File: config.mk
export PLATFORM = sky130hd
export DESIGN_NAME = pcpl_top
export DESIGN_NICKNAME = d
export VERILOG_FILES = /design/src/design/pcpl_pkg.sv /design/src/design/pcpl_top.sv /design/src/design/pcpl_sync.sv
export VERILOG_INCLUDE_DIRS = /design/src /design/src/design
export SDC_FILE = /design/constraint.sdc
export NUM_CORES = 1
export LEC_CHECK = 0
export BUFFER_PORTS_ARGS = -buffer_cell sky130_fd_sc_hd__buf_2
export CAP_MARGIN = 25
export CORE_ASPECT_RATIO = 0.7
export CORE_MARGIN = 5
export CORE_UTILIZATION = 50
export DETAILED_ROUTE_END_ITERATION = 10
export PLACE_DENSITY = 0.79
export REMOVE_ABC_BUFFERS = 1
export SLEW_MARGIN = 15
export SYNTH_ARGS = -nofsm -noshare
export SYNTH_HDL_FRONTEND = slang
export SYNTH_HIERARCHICAL = 1
export SYNTH_SLANG_ARGS = --single-unit
File: constraint.sdc
create_clock -name clock -period 13.02 [get_ports clock]
set_clock_uncertainty 0.2 [all_clocks]
set_input_delay 1.302 -clock clock [delete_from_list [all_inputs] [get_ports clock]]
set_output_delay 1.302 -clock clock [all_outputs]
set_load 0.05 [all_outputs]
File: src/design/pcpl_params.svh
`ifndef PCPL_PARAMS_SVH
`define PCPL_PARAMS_SVH

// ----------------------------------------------------------------------------
// Register byte addresses
// ----------------------------------------------------------------------------
`define PCPL_GROUP_BASE     8'h00
`define PCPL_SLEEP_CFG      8'h18
`define PCPL_SLEEP_GRP_A    8'h1C
`define PCPL_SLEEP_GRP_B    8'h20
`define PCPL_GPO_CFG        8'h24
`define PCPL_GPO_MASK_BASE  8'h28
`define PCPL_STATUS         8'h38
`define PCPL_IRQ_STATUS     8'h3C
`define PCPL_IRQ_MASK       8'h40
`define PCPL_VNORM_BASE     8'h80
`define PCPL_VSLEEP_BASE    8'hA0

// ----------------------------------------------------------------------------
// Counts and field positions
// ----------------------------------------------------------------------------
`define PCPL_NUM_CTL        6
`define PCPL_NUM_GPO        4
`define PCPL_SLEEP_PIN_A    2
`define PCPL_SLEEP_PIN_B    5
`define PCPL_GPO_SRC_LSB    0
`define PCPL_GPO_OD_LSB     4
`define PCPL_GPO_VAL_LSB    8
`define PCPL_ST_PG_LSB      0
`define PCPL_ST_EN_LSB      8
`define PCPL_ST_SLP_LSB     16
`define PCPL_ST_PIN_LSB     24

// ----------------------------------------------------------------------------
// Reset values
// ----------------------------------------------------------------------------
`define PCPL_VCODE_RST      8'h00
`define PCPL_MASK_RST       8'h00
`define PCPL_GPO_CFG_RST    12'h000
`define PCPL_SLEEP_CFG_RST  2'h0

`endif

File: src/design/pcpl_pkg.sv
package pcpl_pkg;

    typedef logic [7:0] pcpl_vcode_t;

    typedef enum logic {
        pcpl_src_pgood = 1'b0,
        pcpl_src_reg = 1'b1
    } pcpl_gpo_src_e;

    typedef struct packed {
        logic out;
        logic oe;
    } pcpl_drive_s;

endpackage

File: src/design/pcpl_top.sv
// Operation
// - High enable pin powers its rail group.
// - Pins three and six selectable as sleep.
// - Sleep pin low enters sleep, high exits.
// - Sleeping rail uses its own sleep voltage.
// - Open-drain interrupt pin pulls low when pending.
// - First three outputs: open-drain or push-pull.
// - Output may show combined power-good of rails.
// - Output may follow a software register bit.
// - Fourth output always open-drain, both sources.
`timescale 1ns/100ps
`include "pcpl_params.svh"

module pcpl_top #(
    parameter int N_RAILS = 8
) (
    input wire logic clock,
    input wire logic rst,
    input wire logic psel,
    input wire logic penable,
    input wire logic pwrite,
    input wire logic [7:0] paddr,
    input wire logic [31:0] pwdata,
    output logic [31:0] prdata,
    output logic pready,
    output logic pslverr,
    input wire logic [5:0] rail_group_enable_in,
    input wire logic [N_RAILS-1:0] rail_pgood,
    output logic [N_RAILS-1:0] rail_enable,
    output logic [N_RAILS-1:0] rail_sleep,
    output pcpl_pkg::pcpl_vcode_t [N_RAILS-1:0] rail_vout_code,
    output logic general_out_a,
    output logic general_out_a_oe,
    output logic general_out_b,
    output logic general_out_b_oe,
    output logic general_out_c,
    output logic general_out_c_oe,
    output logic general_out_opendrain_d,
    output logic general_out_opendrain_d_oe,
    output logic interrupt_out_low,
    output logic interrupt_out_low_oe
);
    import pcpl_pkg::*;

    // ------------------------------------------------------------------------
    // Elaboration checks
    // ------------------------------------------------------------------------
    // Status packs each rail vector into one byte, so at most eight rails fit.
    if (N_RAILS < 1 || N_RAILS > 8) begin : g_bad_rails
        $error("pcpl_top: N_RAILS must be between 1 and 8");
    end

    // ------------------------------------------------------------------------
    // Helpers
    // ------------------------------------------------------------------------
    function automatic logic in_bank(input logic [7:0] a, input logic [7:0] base,
                                     input int count);
        return (a >= base) && (a < base + 8'(4 * count)) && (a[1:0] == 2'b00);
    endfunction

    function automatic int bank_index(input logic [7:0] a, input logic [7:0] base);
        return int'((a - base) >> 2);
    endfunction

    // Open drain only ever pulls low; push-pull drives both levels.
    function automatic pcpl_drive_s pin_drive(input logic level, input logic open_drain);
        pcpl_drive_s d;
        if (open_drain) begin
            d.out = 1'b0;
            d.oe = ~level;
        end else begin
            d.out = level;
            d.oe = 1'b1;
        end
        return d;
    endfunction

    // ------------------------------------------------------------------------
    // Pin synchronisation
    // ------------------------------------------------------------------------
    logic [5:0] pin;
    logic [N_RAILS-1:0] pg;

    pcpl_sync #(
        .WIDTH(N_RAILS + 6)
    ) u_sync (
        .clock(clock),
        .rst(rst),
        .async_in({rail_pgood, rail_group_enable_in}),
        .sync_out({pg, pin})
    );

    // ------------------------------------------------------------------------
    // Register state
    // ------------------------------------------------------------------------
    logic [N_RAILS-1:0] group_mask [`PCPL_NUM_CTL];
    logic [1:0] sleep_mode;
    logic [N_RAILS-1:0] sleep_grp_a;
    logic [N_RAILS-1:0] sleep_grp_b;
    logic [3:0] gpo_src;
    logic [2:0] gpo_od;
    logic [3:0] gpo_val;
    logic [N_RAILS-1:0] gpo_mask [`PCPL_NUM_GPO];
    logic [N_RAILS-1:0] irq_status;
    logic [N_RAILS-1:0] irq_mask;
    logic [N_RAILS-1:0] pg_prev;
    pcpl_vcode_t vnorm [N_RAILS];
    pcpl_vcode_t vsleep [N_RAILS];

    logic setup;
    logic wr;
    logic next_addr_ok;
    logic [31:0] next_rdata;

    assign setup = psel & ~penable;
    assign wr = psel & penable & pready & pwrite;

    // ------------------------------------------------------------------------
    // Read decode
    // ------------------------------------------------------------------------
    always_comb begin
        next_rdata = '0;
        next_addr_ok = 1'b1;
        if (in_bank(paddr, `PCPL_GROUP_BASE, `PCPL_NUM_CTL)) begin
            next_rdata[N_RAILS-1:0] = group_mask[bank_index(paddr, `PCPL_GROUP_BASE)];
        end else if (in_bank(paddr, `PCPL_GPO_MASK_BASE, `PCPL_NUM_GPO)) begin
            next_rdata[N_RAILS-1:0] = gpo_mask[bank_index(paddr, `PCPL_GPO_MASK_BASE)];
        end else if (in_bank(paddr, `PCPL_VNORM_BASE, N_RAILS)) begin
            next_rdata[7:0] = vnorm[bank_index(paddr, `PCPL_VNORM_BASE)];
        end else if (in_bank(paddr, `PCPL_VSLEEP_BASE, N_RAILS)) begin
            next_rdata[7:0] = vsleep[bank_index(paddr, `PCPL_VSLEEP_BASE)];
        end else begin
            unique case (paddr)
                `PCPL_SLEEP_CFG: next_rdata[1:0] = sleep_mode;
                `PCPL_SLEEP_GRP_A: next_rdata[N_RAILS-1:0] = sleep_grp_a;
                `PCPL_SLEEP_GRP_B: next_rdata[N_RAILS-1:0] = sleep_grp_b;
                `PCPL_GPO_CFG: begin
                    next_rdata[`PCPL_GPO_SRC_LSB +: 4] = gpo_src;
                    next_rdata[`PCPL_GPO_OD_LSB +: 3] = gpo_od;
                    next_rdata[`PCPL_GPO_VAL_LSB +: 4] = gpo_val;
                end
                `PCPL_STATUS: begin
                    next_rdata[`PCPL_ST_PG_LSB +: N_RAILS] = pg;
                    next_rdata[`PCPL_ST_EN_LSB +: N_RAILS] = rail_enable;
                    next_rdata[`PCPL_ST_SLP_LSB +: N_RAILS] = rail_sleep;
                    next_rdata[`PCPL_ST_PIN_LSB +: 6] = pin;
                end
                `PCPL_IRQ_STATUS: next_rdata[N_RAILS-1:0] = irq_status;
                `PCPL_IRQ_MASK: next_rdata[N_RAILS-1:0] = irq_mask;
                default: next_addr_ok = 1'b0;
            endcase
        end
    end

    // ------------------------------------------------------------------------
    // Bus answer
    // ------------------------------------------------------------------------
    // The answer is prepared in the setup cycle, so every access phase is one
    // cycle long and the read data come straight from flip-flops.
    always_ff @(posedge clock or posedge rst) begin
        if (rst) begin
            pready <= 1'b0;
            pslverr <= 1'b0;
            prdata <= '0;
        end else begin
            pready <= setup;
            pslverr <= setup & ~next_addr_ok;
            if (setup) begin
                prdata <= pwrite ? 32'h0000_0000 : next_rdata;
            end
        end
    end

    // ------------------------------------------------------------------------
    // Writable configuration
    // ------------------------------------------------------------------------
    always_ff @(posedge clock or posedge rst) begin
        if (rst) begin
            for (int i = 0; i < `PCPL_NUM_CTL; i++) begin
                group_mask[i] <= N_RAILS'(`PCPL_MASK_RST);
            end
            for (int i = 0; i < `PCPL_NUM_GPO; i++) begin
                gpo_mask[i] <= N_RAILS'(`PCPL_MASK_RST);
            end
            sleep_mode <= `PCPL_SLEEP_CFG_RST;
            sleep_grp_a <= N_RAILS'(`PCPL_MASK_RST);
            sleep_grp_b <= N_RAILS'(`PCPL_MASK_RST);
            {gpo_val, gpo_od, gpo_src} <= 11'(`PCPL_GPO_CFG_RST);
            irq_mask <= N_RAILS'(`PCPL_MASK_RST);
        end else if (wr && !pslverr) begin
            if (in_bank(paddr, `PCPL_GROUP_BASE, `PCPL_NUM_CTL)) begin
                group_mask[bank_index(paddr, `PCPL_GROUP_BASE)] <= pwdata[N_RAILS-1:0];
            end
            if (in_bank(paddr, `PCPL_GPO_MASK_BASE, `PCPL_NUM_GPO)) begin
                gpo_mask[bank_index(paddr, `PCPL_GPO_MASK_BASE)] <= pwdata[N_RAILS-1:0];
            end
            if (paddr == `PCPL_SLEEP_CFG) begin
                sleep_mode <= pwdata[1:0];
            end
            if (paddr == `PCPL_SLEEP_GRP_A) begin
                sleep_grp_a <= pwdata[N_RAILS-1:0];
            end
            if (paddr == `PCPL_SLEEP_GRP_B) begin
                sleep_grp_b <= pwdata[N_RAILS-1:0];
            end
            if (paddr == `PCPL_GPO_CFG) begin
                gpo_src <= pwdata[`PCPL_GPO_SRC_LSB +: 4];
                gpo_od <= pwdata[`PCPL_GPO_OD_LSB +: 3];
                gpo_val <= pwdata[`PCPL_GPO_VAL_LSB +: 4];
            end
            if (paddr == `PCPL_IRQ_MASK) begin
                irq_mask <= pwdata[N_RAILS-1:0];
            end
        end
    end

    always_ff @(posedge clock or posedge rst) begin
        if (rst) begin
            for (int i = 0; i < N_RAILS; i++) begin
                vnorm[i] <= `PCPL_VCODE_RST;
                vsleep[i] <= `PCPL_VCODE_RST;
            end
        end else if (wr && !pslverr) begin
            if (in_bank(paddr, `PCPL_VNORM_BASE, N_RAILS)) begin
                vnorm[bank_index(paddr, `PCPL_VNORM_BASE)] <= pwdata[7:0];
            end
            if (in_bank(paddr, `PCPL_VSLEEP_BASE, N_RAILS)) begin
                vsleep[bank_index(paddr, `PCPL_VSLEEP_BASE)] <= pwdata[7:0];
            end
        end
    end

    // ------------------------------------------------------------------------
    // Power-good loss events
    // ------------------------------------------------------------------------
    // A rail losing power good sets its sticky bit; writing one clears it, but
    // an event in the same cycle wins so that no loss goes unreported.
    logic [N_RAILS-1:0] pg_loss;
    logic [N_RAILS-1:0] irq_clear;

    assign pg_loss = pg_prev & ~pg;
    assign irq_clear = (wr && !pslverr && paddr == `PCPL_IRQ_STATUS) ?
                       pwdata[N_RAILS-1:0] : '0;

    always_ff @(posedge clock or posedge rst) begin
        if (rst) begin
            pg_prev <= '0;
            irq_status <= '0;
        end else begin
            pg_prev <= pg;
            irq_status <= (irq_status & ~irq_clear) | pg_loss;
        end
    end

    // ------------------------------------------------------------------------
    // Rail enable and sleep
    // ------------------------------------------------------------------------
    logic [5:0] pin_enables;
    logic [N_RAILS-1:0] next_rail_enable;
    logic [N_RAILS-1:0] next_rail_sleep;

    // A pin in sleep use stops acting as an enable for its group.
    always_comb begin
        pin_enables = 6'h3F;
        pin_enables[`PCPL_SLEEP_PIN_A] = ~sleep_mode[0];
        pin_enables[`PCPL_SLEEP_PIN_B] = ~sleep_mode[1];
        next_rail_enable = '0;
        for (int i = 0; i < `PCPL_NUM_CTL; i++) begin
            if (pin_enables[i] && pin[i]) begin
                next_rail_enable = next_rail_enable | group_mask[i];
            end
        end
        next_rail_sleep = '0;
        if (sleep_mode[0] && !pin[`PCPL_SLEEP_PIN_A]) begin
            next_rail_sleep = next_rail_sleep | sleep_grp_a;
        end
        if (sleep_mode[1] && !pin[`PCPL_SLEEP_PIN_B]) begin
            next_rail_sleep = next_rail_sleep | sleep_grp_b;
        end
    end

    always_ff @(posedge clock or posedge rst) begin
        if (rst) begin
            rail_enable <= '0;
            rail_sleep <= '0;
        end else begin
            rail_enable <= next_rail_enable;
            rail_sleep <= next_rail_sleep;
        end
    end

    // The code follows next_rail_sleep, the value rail_sleep registers, so level and code switch
    // together on the same edge.
    always_ff @(posedge clock or posedge rst) begin
        if (rst) begin
            rail_vout_code <= '0;
        end else begin
            for (int i = 0; i < N_RAILS; i++) begin
                rail_vout_code[i] <= next_rail_sleep[i] ? vsleep[i] : vnorm[i];
            end
        end
    end

    // ------------------------------------------------------------------------
    // General outputs and interrupt pin
    // ------------------------------------------------------------------------
    logic [3:0] gpo_level;
    pcpl_drive_s drv_a;
    pcpl_drive_s drv_b;
    pcpl_drive_s drv_c;
    pcpl_drive_s drv_d;
    pcpl_drive_s drv_irq;

    // An empty power-good mask reads as good, since no rail is watched.
    always_comb begin
        for (int k = 0; k < `PCPL_NUM_GPO; k++) begin
            if (pcpl_gpo_src_e'(gpo_src[k]) == pcpl_src_reg) begin
                gpo_level[k] = gpo_val[k];
            end else begin
                gpo_level[k] = &(pg | ~gpo_mask[k]);
            end
        end
    end

    assign drv_a = pin_drive(gpo_level[0], gpo_od[0]);
    assign drv_b = pin_drive(gpo_level[1], gpo_od[1]);
    assign drv_c = pin_drive(gpo_level[2], gpo_od[2]);
    assign drv_d = pin_drive(gpo_level[3], 1'b1);
    assign drv_irq = pin_drive(~|(irq_status & irq_mask), 1'b1);

    always_ff @(posedge clock or posedge rst) begin
        if (rst) begin
            general_out_a <= 1'b0;
            general_out_a_oe <= 1'b0;
            general_out_b <= 1'b0;
            general_out_b_oe <= 1'b0;
            general_out_c <= 1'b0;
            general_out_c_oe <= 1'b0;
            general_out_opendrain_d <= 1'b0;
            general_out_opendrain_d_oe <= 1'b0;
            interrupt_out_low <= 1'b0;
            interrupt_out_low_oe <= 1'b0;
        end else begin
            {general_out_a, general_out_a_oe} <= drv_a;
            {general_out_b, general_out_b_oe} <= drv_b;
            {general_out_c, general_out_c_oe} <= drv_c;
            {general_out_opendrain_d, general_out_opendrain_d_oe} <= drv_d;
            {interrupt_out_low, interrupt_out_low_oe} <= drv_irq;
        end
    end
endmodule

File: src/design/pcpl_sync.sv
`timescale 1ns/100ps

module pcpl_sync #(
    parameter int WIDTH = 1
) (
    input wire logic clock,
    input wire logic rst,
    input wire logic [WIDTH-1:0] async_in,
    output logic [WIDTH-1:0] sync_out
);
    logic [WIDTH-1:0] stage1;

    // The first stage feeds only the second stage.
    always_ff @(posedge clock or posedge rst) begin
        if (rst) begin
            stage1 <= '0;
            sync_out <= '0;
        end else begin
            stage1 <= async_in;
            sync_out <= stage1;
        end
    end
endmodule

# Word-level counts from Yosys, hierarchy flattened
# Cells that the tools add are included.
[classes] addsub=3 n_lt_le_gt_ge=16 eq_ne=7 muxes=67 bitwise_logic=37 reduce_logical=37
[ops] cell="8-bit 2-to-1 mux" n=33
[ops] cell="64-bit bitwise mux" n=2
[ops] cell="32-bit by 1-bit less-than comparator with 1-bit output, second input constant" n=4
[ops] cell="32-bit by 4-bit greater-or-equal comparator with 1-bit output, second input constant" n=3
[ops] cell="30-bit NOT with 32-bit output" n=3
[ops] cell="22-bit 2-to-1 mux" n=4
[ops] cell="8-bit OR" n=11
[ops] cell="8-bit binary-select mux with 3-bit select" n=3
[ops] cell="8-bit demux with 3-bit select" n=3
[ops] cell="48-bit bitwise mux" n=1
[ops] cell="8-bit NOT" n=6
[ops] cell="32-bit bitwise mux" n=1
[ops] cell="8-bit by 6-bit == test with 1-bit output, second input constant" n=4
[ops] cell="32-bit by 3-bit greater-or-equal comparator with 1-bit output, second input constant" n=1
[ops] cell="6-bit NOT with 32-bit output" n=1
[ops] cell="8-bit AND reduction" n=4
[ops] cell="30-bit 2-to-1 mux" n=1
[ops] cell="5-bit case mux with 6 select lines" n=1
[ops] cell="8-bit bitwise AND" n=3
[ops] cell="1-bit logical AND" n=18
[ops] cell="18-bit 2-to-1 mux" n=1
[ops] cell="2-bit AND reduction" n=9
[ops] cell="8-bit by 8-bit subtractor with 9-bit output, second input constant" n=2
[ops] cell="8-bit binary-select mux with 2-bit select" n=1
[ops] cell="other kinds (21)" n=47
[word_totals] regBits=411 inputBits=59 out_inout_bits=124 wordCells=225

# Longest topological paths before layout
[logic_depth] depth_word=11 depth_mapped=11 mapped_depth_nobuf=9

# Hierarchy
# The synthesis kept the hierarchy.
[by_module_without_submodules] module="pcpl_top" instances=1 cells_per_inst=1234 area_each_um2=17177.7 seq_area_each_um2=9534.1
[by_module_without_submodules] module="pcpl_sync" instances=1 cells_per_inst=29 area_each_um2=704.4 seq_area_each_um2=700.7

# Worst setup path after synthesis
# No wires, ideal clock.
[synth_path] kind="input to register" start="in paddr[3]" end="reg gpo_mask[16] (netlist bit)" setup_time_ns=0.125 arrival_ns=4.273 t_required_ns=12.695 path_slack_ns=8.423 stages=10 n_path_buf=4 path_cell_list="clkbuf_1 clkbuf_1 inv_1 clkbuf_1 ha_1 or4b_2 a2111oi_4 and3_1 buf_4 mux2_2"
[synth_between] elab_chain_len=7 word_cells_on_any_way=13 classes_between="add/sub: 1; order compare: 4; mux: 3; bitwise: 1; reduce/logical: 4"
[synth_lines] item="from (decl)" line_no="pcpl_top.sv:22" text="input wire logic [7:0] paddr,"
[synth_lines] item="8-bit by 6-bit subtractor with 9-bit output" line_no="pcpl_top.sv:62" text="return int'((a - base) >> 2);"
[synth_lines] item="30-bit NOT with 32-bit output" line_no="pcpl_top.sv:195" text="gpo_mask[bank_index(paddr, `PCPL_GPO_MASK_BASE)] <= pwdata[N_RAILS-1:0];"
[synth_lines] item="32-bit by 3-bit greater-or-equal comparator with 1-bit output or 32-bit by 1-bit less-than comparator with 1-bit output (tied branches)" line_no="pcpl_top.sv:195"
[synth_lines] item="1-bit logical AND" line_no="pcpl_top.sv:195"
[synth_lines] item="8-bit 2-to-1 mux" line_no="pcpl_top.sv:195"
[synth_lines] item="8-bit demux with 2-bit select" line_no="pcpl_top.sv:195"
[synth_lines] item="32-bit bitwise mux" line_no="pcpl_top.sv:195"
[synth_lines] item="to (signal, indexed assignment)" line_no="pcpl_top.sv:183" text="gpo_mask[i] <= N_RAILS'(`PCPL_MASK_RST);"
[synth_lines] item="to (signal, indexed assignment)" line_no="pcpl_top.sv:195"
[synth_lines] item="to (decl)" line_no="pcpl_top.sv:103" text="logic [N_RAILS-1:0] gpo_mask [`PCPL_NUM_GPO];"
# Parallel ways exist; a longest one is shown, timed or not.
# A chain may end at the register's enable or synchronous reset.

# Worst setup path after layout
[layout_path] start="in paddr[3]" end="reg gpo_mask[23] (netlist bit)"
# The elaborated chain is that of the path after synthesis.

==> impl_metrics.yaml <==
layout:
  syn2layout_area_growth_pct: 14.0
  multiInputGateArea_um2: 7200
  nNetsFinal: 1458
  stdcell_count: 1903
  ff_latch_area_um2: 10200
  fillers: 2772
  drive_gt1_frac: 0.437
  layout_common_cells: "409 x dfrtp_1, 320 x mux2_2, 157 x buf_2, 62 x a22oi_1, 48 x nand2_1"
  layout_commonest_cell: "dfrtp_1"
critical_path:
  crit_path_end_kind: "flop"
  r2r_cells: 5
  worstReg2RegStart: "pslverr$_DFF_PP0_"
  worstSetupStartpoint: "paddr[3]"
  crit_end: "gpo_mask[23]$_DFFE_PP0P_"
  crit_arrival_ps: 5270
  crit_type: "input port to flop"
  cp-start-kind: "input port"
  crit_fanout: 59
  r2r_end: "vsleep[33]$_DFFE_PP0P_"
  worst_ep_required_time_ps: 13250
  reg2reg_slack_ps: 9950
grt:
  grt_pass1_wl_um: 77400
  grt_usage: 0.253
  antenna_found_initial: 4
  grt_start_max_net_pins: 181
  overflow: 0
  first_global_vias: 12100
routing:
  postRouteAntennaNets: 0
  dr_total_vias: 11600
  drc: 0
  drt_pass1_iterations: 5
  drtIter0Drc: 1245
  wirelength_um: 50400
  via_per_inst: 6.11
  avgRoutedWirePerCell_um: 26.5
sta:
  rsz0062_at_grt: "no"
  tightest_slew_ps: 1090
  post-route-min-period_ps: 5040
  tns_ps: 0
  fmaxAchievable_mhz: 199
  setup_viol: 0
  maxSlewViolCount: 0
  fin_crit_sh: 0.387
  finalHoldViolCount: 0
  whs_ps: 148
  relSlewSlack: 0.260
job:
  cap_violations: 0
clock_tree:
  htreeDepth: 2
  cts_made_buffers: 40
  cts_setup_buffers: 0
  worstSkewPairLatency_ps: 550
  clock_path_buffers: 3
  cts-resized-gates: 0
  clock-sinks: 409
  hold_buffers: 0
  clk_pin_slew_worst_paths_ps: 70
  root_buffer: "clkbuf_16"
  cts_tree: "done"
place:
  dp_hpwl_um: 33700
  dp.cells: 1826
  portBuffers: 158
  gp_congestion: 0.954
synthesis:
  synthFlopType: "dfrtp_1"
  yosysUniqueCellTypes: 65
  yosysWarningCount: 6
  ys_ff_latch: 409
  synth_edf_count: 0
  synth_area_um2: 17900
  ys_seq_area_frac: 0.572
  synthCells: 1263
  syn-mean-instance-area_um2: 14.2
  synthArstFlopShare: 1.00
power_and_ir_drop:
  combPwrFrac: 0.046
  p_int_uw: 1970
  p_switching_uw: 599
  ir_worst_vdd_uv: 75.4
  p_sw_frac: 0.233
  pwr-share-clk: 0.453
  power_frac_seq: 0.501
  p_leak_uw: 0.00997
  p_total_uw: 2570
  power_density_nw_per_um2: 126
floorplan:
  dieArea_um2: 39700
  pin_count: 183
  num_rows: 58
  die_h_um: 168
  core-area_um2: 35600
  die_w_um: 236
  initial_core_util: 0.502
run_status:
  status: "complete, no violations"
worst_hold_path:
  worstHoldPathType: "flop to flop"
## flip-flops by register name, indices dropped and copies added, names as in the netlist, 2 cells and up
register and count:
rail_enable 8, gpo_od 3, u_sync/sync_out 14, rail_vout_code 64, pg_prev 8, gpo_src 4
gpo_val 4, gpo_mask 32, prdata 30, irq_mask 8, sleep_grp_a 8, irq_status 8
vnorm 64, group_mask 48, sleep_grp_b 8, rail_sleep 8, sleep_mode 2, vsleep 64
u_sync/stage1 14
## cell families (layout without fill, tap and decap cells)
group,after synthesis,in the layout,synth area share
buffers and inverters,114,268,0.0257
other,1,7,0.000210
adder cells (fa/ha/maj),9,9,0.00630
multiplexers,368,368,0.260
AND/OR/NAND/NOR,172,172,0.0518
AO/OA/AOI/OAI,190,190,0.0838
flip-flops,409,409,0.572
## worst max-delay path: stages
cell,delay (ps)
buf_2,80
buf_4,610
inv_1,590
ha_1,420
a2111o_1,680
a2111oi_4,610
and3_1,520
mux2_2,400
## cells in the mapped netlist, drive strengths merged, types with 3 or more instances
library cell    n  area (µm²)
and2           13        81.3
inv            26        97.6
nand3          15        85.1
nand2b          5        31.3
o41ai           3        26.3
ha              9         113
mux2i           3        30.0
nand2          50         193
a21oi          10        50.1
o221ai          4        35.0
dfrtp         409       10200
and3           11        68.8
nor2           32         140
mux2          320        3600
and4            3        26.3
buf            24         121
o2111ai         7        61.3
clkbuf         64         240
nand4           5        31.3
nor3            7        40.0
o21ai          18        90.1
a22oi          62         465
mux4           45        1010
o2bb2ai         3        26.3
or3             3        18.8
a22o           46         403
a221o           6        60.1
o211ai          6        45.0
nor2b          13        81.3
## cell type report
| type | instances | area share |
|---|---|---|
| clock inverter | 15 | 0.00724 |
| sequential | 409 | 0.502 |
| clock buffer | 57 | 0.0572 |
| inverter | 26 | 0.00516 |
| antenna | 3 | 0.000368 |
| multi-input combinational | 743 | 0.353 |
| tap | 480 | 0.0295 |
| timing repair buffer | 170 | 0.0450 |
## layer usage
layer | vias to the layer above | global-route usage | share of wire
met4 | 2 | 0.0704 | 0.027
met3 | 90 | 0.0660 | 0.086
met5 | - | 0 | 0.00022
li1 | 4951 | - | -
met1 | 6083 | 0.371 | 0.44
met2 | 502 | 0.377 | 0.44
## power by group through the flow
stage	Clock [µW]	Sequential, µW	Combinational (µW)
CTS	1190	1290	117
detailed placement	0	1310	117
finish	1170	1290	118
global route	1230	1290	129
floorplan	0	1320	50.6
global placement	0	1310	115
## worst min-delay path by stage
stage	startpoint	end	depth (start not counted)
after floorplan	u_sync/stage1[0]$_DFF_PP0_	u_sync/sync_out[0]$_DFF_PP0_	0
after global placement	u_sync/stage1[0]$_DFF_PP0_	u_sync/sync_out[0]$_DFF_PP0_	0
after detailed placement	u_sync/stage1[1]$_DFF_PP0_	u_sync/sync_out[1]$_DFF_PP0_	0
after CTS	u_sync/stage1[1]$_DFF_PP0_	u_sync/sync_out[1]$_DFF_PP0_	0
after global routing	u_sync/stage1[6]$_DFF_PP0_	u_sync/sync_out[6]$_DFF_PP0_	0
final	u_sync/stage1[9]$_DFF_PP0_	u_sync/sync_out[9]$_DFF_PP0_	0
## per-stage QoR
step	cell area, µm²	worst slack, ps	util
after floorplan	17500	932	-
after global routing	20400	7950	0.572
final	20400	7980	0.572
after global placement	19000	7590	0.534
after detailed placement	19000	7550	0.534
after CTS	20300	8120	0.571
Power figures use the tool's default switching activity.
